==> src/pkg/rtcx_pkg.sv <==
// Package: register map, field layout, timing and shared types of the block
package rtcx_pkg;

  // ==========================================================================
  // Register indices and byte addresses (byte address is four times index)
  // ==========================================================================
  localparam logic [7:0] IDX_MODE = 8'h0b;
  localparam logic [7:0] IDX_STATUS = 8'h0c;
  localparam logic [7:0] IDX_MONTH = 8'h0d;
  localparam logic [7:0] IDX_CTL = 8'h10;
  localparam logic [7:0] ADDR_MODE = 8'h2c;
  localparam logic [7:0] ADDR_STATUS = 8'h30;
  localparam logic [7:0] ADDR_MONTH = 8'h34;
  localparam logic [7:0] ADDR_CTL = 8'h40;

  // ==========================================================================
  // Field positions
  // ==========================================================================
  localparam int ST_SUMMARY = 7;
  localparam int ST_EVT_LO = 4;
  localparam int MODE_EN_LO = 4;
  localparam int CTL_ALARM_EN = 3;
  localparam int CTL_WAKE_ROUTE = 2;
  localparam int CTL_SOFT_RST = 1;
  localparam int CTL_RUN = 0;

  // ==========================================================================
  // Values after reset
  // ==========================================================================
  localparam logic [2:0] FLAGS_RST = 3'h0;
  localparam logic [5:0] MONTH_RST = 6'h00;
  localparam logic [2:0] IE_RST = 3'h0;
  localparam logic [3:0] CTL_RST = 4'h0;

  // ==========================================================================
  // Timing
  // ==========================================================================
  localparam int CLK_HZ = 40_000_000;
  localparam int STABLE_MS = 999;
  localparam int STABLE_CYC = STABLE_MS * (CLK_HZ / 1000);
  localparam logic [2:0] SRST_CYC = 3'h4;

  // ==========================================================================
  // Bus answers
  // ==========================================================================
  localparam logic [1:0] RESP_OKAY = 2'h0;
  localparam logic [1:0] RESP_SLVERR = 2'h2;

  // ==========================================================================
  // Types
  // ==========================================================================
  // Event strobes from the time-keeping logic, one cycle each
  typedef struct packed {
    logic periodic;
    logic update_done;
    logic alarm_match;
  } rtcx_evt_t;

  typedef enum logic [1:0] {
    SRST_IDLE = 2'h0,
    SRST_HOLD = 2'h1,
    SRST_DONE = 2'h3
  } rtcx_srst_st_t;

  typedef struct packed {
    rtcx_srst_st_t st;
    logic [2:0] cnt;
  } rtcx_srst_t;

  // Flags order: [2] periodic, [1] alarm, [0] update ended
  typedef struct packed {
    logic aw_held;
    logic [7:0] aw_addr;
    logic w_held;
    logic [7:0] w_data;
    logic w_lane0;
    logic bvalid;
    logic [1:0] bresp;
    logic rvalid;
    logic [7:0] rdata;
    logic [1:0] rresp;
    logic [2:0] flags;
    logic irq;
    logic [5:0] month;
    logic [2:0] ie;
    logic [3:0] ctl;
    logic wake;
    logic [25:0] stable_cnt;
  } rtcx_core_t;

endpackage

==> src/rtcx_core.sv <==
// Real-time clock event status, month alarm and block control over AXI4-Lite
//
// Register access over AXI4-Lite was left to the implementer.
module rtcx_core #(
  parameter int STABLE_CYCLES = rtcx_pkg::STABLE_CYC
) (
  // Clock and reset
  input wire logic clk,
  input wire logic nrst,
  // AXI4-Lite write address and data
  input wire logic [7:0] s_axi_awaddr,
  input wire logic [2:0] s_axi_awprot,
  input wire logic s_axi_awvalid,
  output logic s_axi_awready,
  input wire logic [31:0] s_axi_wdata,
  input wire logic [3:0] s_axi_wstrb,
  input wire logic s_axi_wvalid,
  output logic s_axi_wready,
  // AXI4-Lite write response
  output logic [1:0] s_axi_bresp,
  output logic s_axi_bvalid,
  input wire logic s_axi_bready,
  // AXI4-Lite read
  input wire logic [7:0] s_axi_araddr,
  input wire logic [2:0] s_axi_arprot,
  input wire logic s_axi_arvalid,
  output logic s_axi_arready,
  output logic [31:0] s_axi_rdata,
  output logic [1:0] s_axi_rresp,
  output logic s_axi_rvalid,
  input wire logic s_axi_rready,
  // Time-keeping side
  input wire rtcx_pkg::rtcx_evt_t evt,
  input wire logic [7:0] cur_month,
  // Outputs to the rest of the clock and the chip
  output logic irq,
  output logic wake_alarm,
  output logic block_run,
  output logic rtc_domain_rst,
  output logic time_stable
);

  // ==========================================================================
  // Reset release
  // ==========================================================================
  logic [1:0] rst_pipe;
  logic rst_n;

  always_ff @(posedge clk or negedge nrst) begin
    if (!nrst) begin
      rst_pipe <= 2'h0;
    end else begin
      rst_pipe <= {rst_pipe[0], 1'b1};
    end
  end

  assign rst_n = rst_pipe[1];

  // ==========================================================================
  // Helpers
  // ==========================================================================
  function automatic logic summary(input logic [2:0] flags,
                                   input logic [2:0] ie);
    summary = |(flags & ie);
  endfunction

  function automatic logic month_ok(input logic [5:0] field,
                                    input logic [7:0] month);
    month_ok = (field == 6'h00) || ({2'h0, field} == month);
  endfunction

  // ==========================================================================
  // State
  // ==========================================================================
  localparam logic [25:0] STABLE_LOAD = 26'(STABLE_CYCLES);

  rtcx_pkg::rtcx_core_t q;
  rtcx_pkg::rtcx_core_t next_q;
  logic dom_rst;
  logic srst_done;
  logic aw_fire;
  logic w_fire;
  logic ar_fire;
  logic rd_status;
  logic run;
  logic ev_per;
  logic ev_upd;
  logic ev_alm;
  logic [2:0] ev_set;

  rtcx_srst_seq u_srst (
    .clk(clk),
    .rst_n(rst_n),
    .req(q.ctl[rtcx_pkg::CTL_SOFT_RST]),
    .dom_rst(dom_rst),
    .done(srst_done)
  );

  assign s_axi_awready = !q.aw_held && !q.bvalid;
  assign s_axi_wready = !q.w_held && !q.bvalid;
  assign s_axi_arready = !q.rvalid;
  assign aw_fire = s_axi_awvalid && s_axi_awready;
  assign w_fire = s_axi_wvalid && s_axi_wready;
  assign ar_fire = s_axi_arvalid && s_axi_arready;
  assign rd_status = ar_fire && (s_axi_araddr == rtcx_pkg::ADDR_STATUS);

  // Events are only seen while the block runs and is not being reset
  assign run = q.ctl[rtcx_pkg::CTL_RUN] && !dom_rst;
  assign ev_per = run && evt.periodic;
  assign ev_upd = run && evt.update_done;
  assign ev_alm = run && q.ctl[rtcx_pkg::CTL_ALARM_EN] &&
                  evt.alarm_match &&
                  month_ok(q.month, cur_month);
  assign ev_set = {ev_per, ev_alm, ev_upd};

  // ==========================================================================
  // Next state
  // ==========================================================================
  always_comb begin
    next_q = q;

    // Write channel capture; both halves may arrive in either order
    if (aw_fire) begin
      next_q.aw_held = 1'b1;
      next_q.aw_addr = s_axi_awaddr;
    end
    if (w_fire) begin
      next_q.w_held = 1'b1;
      next_q.w_data = s_axi_wdata[7:0];
      next_q.w_lane0 = s_axi_wstrb[0];
    end
    if (q.bvalid && s_axi_bready) begin
      next_q.bvalid = 1'b0;
    end
    if (q.rvalid && s_axi_rready) begin
      next_q.rvalid = 1'b0;
    end

    // Read answer; status data is taken before the clear below
    if (ar_fire) begin
      next_q.rvalid = 1'b1;
      next_q.rresp = rtcx_pkg::RESP_OKAY;
      if (s_axi_araddr == rtcx_pkg::ADDR_STATUS) begin
        next_q.rdata = {q.irq, q.flags, 4'h0};
      end else if (s_axi_araddr == rtcx_pkg::ADDR_MONTH) begin
        next_q.rdata = {2'h0, q.month};
      end else if (s_axi_araddr == rtcx_pkg::ADDR_CTL) begin
        next_q.rdata = {4'h0, q.ctl};
      end else if (s_axi_araddr == rtcx_pkg::ADDR_MODE) begin
        next_q.rdata = {1'b0, q.ie, 4'h0};
      end else begin
        next_q.rdata = 8'h00;
        next_q.rresp = rtcx_pkg::RESP_SLVERR;
      end
    end

    // Status clear by read, or by writing ones
    if (rd_status) begin
      next_q.flags = 3'h0;
    end

    // Register write once both halves are held
    if (q.aw_held && q.w_held) begin
      next_q.aw_held = 1'b0;
      next_q.w_held = 1'b0;
      next_q.bvalid = 1'b1;
      next_q.bresp = rtcx_pkg::RESP_OKAY;
      if (q.aw_addr == rtcx_pkg::ADDR_STATUS) begin
        if (q.w_lane0) begin
          next_q.flags = next_q.flags & ~q.w_data[6:4];
        end
      end else if (q.aw_addr == rtcx_pkg::ADDR_MONTH) begin
        if (q.w_lane0) begin
          next_q.month = q.w_data[5:0];
        end
      end else if (q.aw_addr == rtcx_pkg::ADDR_CTL) begin
        if (q.w_lane0) begin
          next_q.ctl[rtcx_pkg::CTL_ALARM_EN] = q.w_data[3];
          next_q.ctl[rtcx_pkg::CTL_WAKE_ROUTE] = q.w_data[2];
          next_q.ctl[rtcx_pkg::CTL_RUN] = q.w_data[0];
          // Writing zero cannot cut a reset short
          if (q.w_data[1]) begin
            next_q.ctl[rtcx_pkg::CTL_SOFT_RST] = 1'b1;
          end
        end
      end else if (q.aw_addr == rtcx_pkg::ADDR_MODE) begin
        if (q.w_lane0) begin
          next_q.ie = q.w_data[6:4];
        end
      end else begin
        next_q.bresp = rtcx_pkg::RESP_SLVERR;
      end
    end

    // A soft-reset write landing with the end of a reset starts another
    if (srst_done && !(q.aw_held && q.w_held &&
        q.aw_addr == rtcx_pkg::ADDR_CTL && q.w_lane0 && q.w_data[1])) begin
      next_q.ctl[rtcx_pkg::CTL_SOFT_RST] = 1'b0;
    end

    // Sticky flags: a new event beats a clear in the same cycle
    next_q.flags = next_q.flags | ev_set;

    // Update-ended opens a window in which the time must not move
    if (ev_upd) begin
      next_q.stable_cnt = STABLE_LOAD;
    end else if (q.stable_cnt != 26'h0) begin
      next_q.stable_cnt = q.stable_cnt - 26'h1;
    end

    next_q.wake = ev_alm && q.ctl[rtcx_pkg::CTL_WAKE_ROUTE];

    // Domain reset: flags, month, enables, hold window and wake back to defaults; control bits and bus state kept
    if (dom_rst) begin
      next_q.flags = rtcx_pkg::FLAGS_RST;
      next_q.month = rtcx_pkg::MONTH_RST;
      next_q.ie = rtcx_pkg::IE_RST;
      next_q.stable_cnt = 26'h0;
      next_q.wake = 1'b0;
    end

    next_q.irq = summary(next_q.flags, next_q.ie);
  end

  always_ff @(posedge clk or negedge rst_n) begin
    if (!rst_n) begin
      q <= '0;
    end else begin
      q <= next_q;
    end
  end

  // ==========================================================================
  // Outputs
  // ==========================================================================
  assign s_axi_bvalid = q.bvalid;
  assign s_axi_bresp = q.bresp;
  assign s_axi_rvalid = q.rvalid;
  assign s_axi_rresp = q.rresp;
  assign s_axi_rdata = {24'h0, q.rdata};
  assign irq = q.irq;
  assign wake_alarm = q.wake;
  assign block_run = q.ctl[rtcx_pkg::CTL_RUN];
  assign rtc_domain_rst = dom_rst;
  assign time_stable = (q.stable_cnt != 26'h0);
endmodule

==> src/rtcx_srst_seq.sv <==
// Domain reset sequencer started by the soft-reset control bit
module rtcx_srst_seq (
  // Clock and reset
  input wire logic clk,
  input wire logic rst_n,
  // Request and result
  input wire logic req,
  output logic dom_rst,
  output logic done
);

  rtcx_pkg::rtcx_srst_t q;
  rtcx_pkg::rtcx_srst_t next_q;

  always_comb begin
    next_q = q;
    case (q.st)
      rtcx_pkg::SRST_IDLE: begin
        if (req) begin
          next_q.st = rtcx_pkg::SRST_HOLD;
          next_q.cnt = rtcx_pkg::SRST_CYC;
        end
      end
      rtcx_pkg::SRST_HOLD: begin
        next_q.cnt = q.cnt - 3'h1;
        if (q.cnt == 3'h1) begin
          next_q.st = rtcx_pkg::SRST_DONE;
        end
      end
      // One cycle only, so a fresh request is seen from idle again
      rtcx_pkg::SRST_DONE: begin
        next_q.st = rtcx_pkg::SRST_IDLE;
      end
      default: begin
        next_q.st = rtcx_pkg::SRST_IDLE;
      end
    endcase
  end

  always_ff @(posedge clk or negedge rst_n) begin
    if (!rst_n) begin
      q <= '{st: rtcx_pkg::SRST_IDLE, cnt: 3'h0};
    end else begin
      q <= next_q;
    end
  end

  assign dom_rst = (q.st == rtcx_pkg::SRST_HOLD);
  assign done = (q.st == rtcx_pkg::SRST_DONE);

endmodule

==> config.mk <==
export PLATFORM = sky130hd
export DESIGN_NAME = rtcx_core
export DESIGN_NICKNAME = d
export VERILOG_FILES = /design/src/pkg/rtcx_pkg.sv /design/src/rtcx_core.sv /design/src/rtcx_srst_seq.sv
export SDC_FILE = /design/constraint.sdc
export NUM_CORES = 1
export LEC_CHECK = 0
export BUFFER_PORTS_ARGS = -buffer_cell sky130_fd_sc_hd__buf_2
export CORE_MARGIN = 2
export CORE_UTILIZATION = 52
export DETAILED_ROUTE_END_ITERATION = 10
export HOLD_SLACK_MARGIN = 0.08
export PLACE_DENSITY = 0.78
export SLEW_MARGIN = 10
export SYNTH_ARGS = -nofsm -noshare
export SYNTH_HDL_FRONTEND = slang
export SYNTH_SLANG_ARGS = --single-unit
==> constraint.sdc <==
create_clock -name clk -period 3.1 [get_ports clk]
set_input_delay 0.62 -clock clk [delete_from_list [all_inputs] [get_ports clk]]
set_output_delay 0.62 -clock clk [all_outputs]
set_load 0.1 [all_outputs]
==> summary.md <==
| Metric | Value |
|---|---|
| CTS Root Cell | clkbuf_8 |
| Synth Instances | 396 |
| Total grt overflow | 0 |
| Chip height | 93.1 um |
| Total CTS buffers | 9 |
| Hold_sp | rst_pipe[0] |
| Dpl cell area | 0.00438 mm^2 |
| Crit path capture type | primary output |
| Slew Viols, Final | 0 |
| Initial drt markers | 195 |
| DR vias/cell | 5.52 |
| CTS sink cnt | 81 |
| Placed insts | 540 |
| Cell row count | 32 |
| First-pass GRT wire length | 13.5 mm |
| CP arrival | 2.21 ns |
| Final instance area | 0.00457 mm^2 |
| Largest net degree at the start of global routing | 80 |
| Slew @ Worst Pin | 0.994 ns |
| Cell Area, Synth | 0.00413 mm^2 |
| H-tree levels | 3 |
| Yosys cell types | 59 |
| Max clock buf depth | 2 |
| Leak | 2.21 nW |
| Hold Buf Count CTS | 1 |
| Hpwl dp | 5.66 mm |
| PnR Total Power | 4.08 mW |
| Leading cell type in the layout, fill and taps excluded | dfrtp_1 |
| Sequential fraction of the synthesis area | 49.1% |
| Worst setup margin | 0.269 ns |
| Synth-to-Final Area Change | 10.7% |
| Post-synth EDFFs | 0 |
| Critical Path RT | 2.48 ns |
| Drt pass-1 iters | 4 |
| Detail Route Antenna Nets | 0 |
| TritonCTS clock tree | built |
| Core area | 0.00773 mm^2 |
| # Post-CTS Setup Buffers | 0 |
| Fraction of layout cells with a size suffix above 1 | 24.8% |
| Fmax | 353 MHz |
| Skew final | 0.0132 ns |
| Via count of the routed design | 3074 |
| Rel. slew slack | 33.7% |
| Hold Path Class | reg2reg |
| CP Launch Type | flop |
| Nets | 529 |
| Total Routing Usage GR | 19.8% |
| Ys flop type | dfrtp_1 |
| Crit path max fanout | 7 |
| Max Cap Viol | 0 |
| Cell Pwr Density | 893 mW/mm^2 |
| Final hold violations | 0 |
| RSZ-0062 raised after global routing | no |
| Period utilization | 91.3% |
| DP Worst Slack | 0.524 ns |
| Wire per inst | 14.4 um |
| Status | complete, no violations |
| #FFs+latches synth | 81 |
| Initial antenna violation count | 0 |
| Ant diodes | 0 |
| Die area | 0.00867 mm^2 |
| CTS clk-pin slew, worst paths | 0.08 ns |
| Clock Latency Late Sink | 0.36 ns |
| Async SR Flop Fraction | 100% |
| Fin cells | 557 |
| Kind of critical path | reg2out |
| Mean post-synth cell area | 10.4 um^2 |
| Critical Path Start | q[18] |
| Max VDD drop | 0.000639 V |
| R2R Setup Slk | 0.59 ns |
| Initial Utilization | 53.4% |
| Die W | 93.1 um |
| Total number of yosys warnings | 0 |
| Port-buffer cells | 61 |
| Placer Congestion | 0.819 |
| Origin of the critical flop-to-flop path | q[18] |
| Final WL | 8.02 mm |
| # setup viols final | 0 |
| Most frequent cells in the layout | dfrtp_1 (80), buf_2 (61), nor2_1 (35), nand2_1 (29), conb_1 (27) |
| CTS resizes | 0 |
| # IOs | 122 |
| Final min period | 2.83 ns |
| Vias in the first global route | 2899 |
| Residual DRC count | 0 |
[power by group]
| group | switching [mW] | internal (mW) | total [mW] | leakage (nW) |
|---|---|---|---|---|
| Combinational | 1.08 | 0.557 | 1.64 | 1.07 |
| Sequential | 0.332 | 1.38 | 1.72 | 1.05 |
| Clock | 0.407 | 0.321 | 0.728 | 0.0895 |
[path summary, 6_finish.rpt]
kind / to / depth (start not counted)
min in group asynchronous: q[18] / 0
max reg2reg: q[25] / 6
max: time_stable / 5
min: rst_pipe[1] / 0
min reg2reg: rst_pipe[1] / 0
max in group asynchronous: s_axi_rdata[7] / 0
[area by class of cell]
cell class | instances | area, um^2
clock buffers | 10 | 138
inverters | 12 | 45.0
multi-input cells | 279 | 1830
well taps | 102 | 128
flip-flops and latches | 81 | 2030
clock inverters | 6 | 50.0
fillers | 641 | 3150
repair buffers | 67 | 353
[metrics by stage]
| stage | util [%] | setup TNS [ns] | hold slack, ns |
|---|---|---|---|
| detailed placement | 56.6 | 0 | 0.337 |
| finish | 59.2 | 0 | 0.371 |
| floorplan | - | -1.95 | 0.324 |
| global route | 59.2 | 0 | 0.378 |
| CTS | 59.2 | 0 | 0.371 |
| global placement | 56.6 | 0 | 0.340 |
[layer usage]
layer  part of all wire [%]  routed length [um]  track usage (%)
met5                      0                   0                0
met4                    2.2                 177             9.56
met3                    4.8                 387             3.79
met2                     48                3820             30.3
met1                     45                3640             27.4
[Yosys cell counts (4+ instances only)]
| cell | n | area share [%] |
|---|---|---|
| o31ai_1 | 6 | 1.1 |
| mux2i_1 | 11 | 2.7 |
| clkbuf_1 | 10 | 0.91 |
| xor2_1 | 11 | 2.3 |
| xnor2_1 | 12 | 2.5 |
| or3_1 | 6 | 0.91 |
| nor4_1 | 4 | 0.61 |
| nand2_1 | 29 | 2.6 |
| a22oi_1 | 6 | 1.1 |
| dfrtp_1 | 81 | 49 |
| mux2_2 | 18 | 4.9 |
| nor3_1 | 8 | 0.97 |
| o21ai_0 | 5 | 0.61 |
| a21oi_1 | 17 | 2.1 |
| or4_1 | 8 | 1.5 |
| o21ai_1 | 11 | 1.3 |
| inv_1 | 10 | 0.91 |
| nor2_1 | 35 | 3.2 |
| buf_4 | 36 | 6.5 |
[flip-flops by register name, summed over array words and instances, names as in the netlist, 2 cells and up]
signal / cells
q: 59
s_axi_rdata: 8
u_srst.q: 5
rst_pipe: 2
[critical path: stages, from the launching register on]
cell and delay (ns):
dfrtp_1 0.43, nor4_2 0.36, nand4b_1 0.35, nor3_2 0.32, inv_2 0.09, buf_2 0.30
[kinds of logic (layout without fill, tap and decap cells)]
family	Yosys count	after routing	synth area share, %
AND/OR/NAND/NOR	131	131	18.2
XOR/XNOR	23	23	4.88
other	2	27	0.182
adder cells (fa/ha/maj)	3	3	0.909
buffers and inverters	61	95	8.91
flip-flops	81	81	49.1
multiplexers	29	29	7.57
AO/OA/AOI/OAI	66	66	10.2
Power figures use the tool's default switching activity.
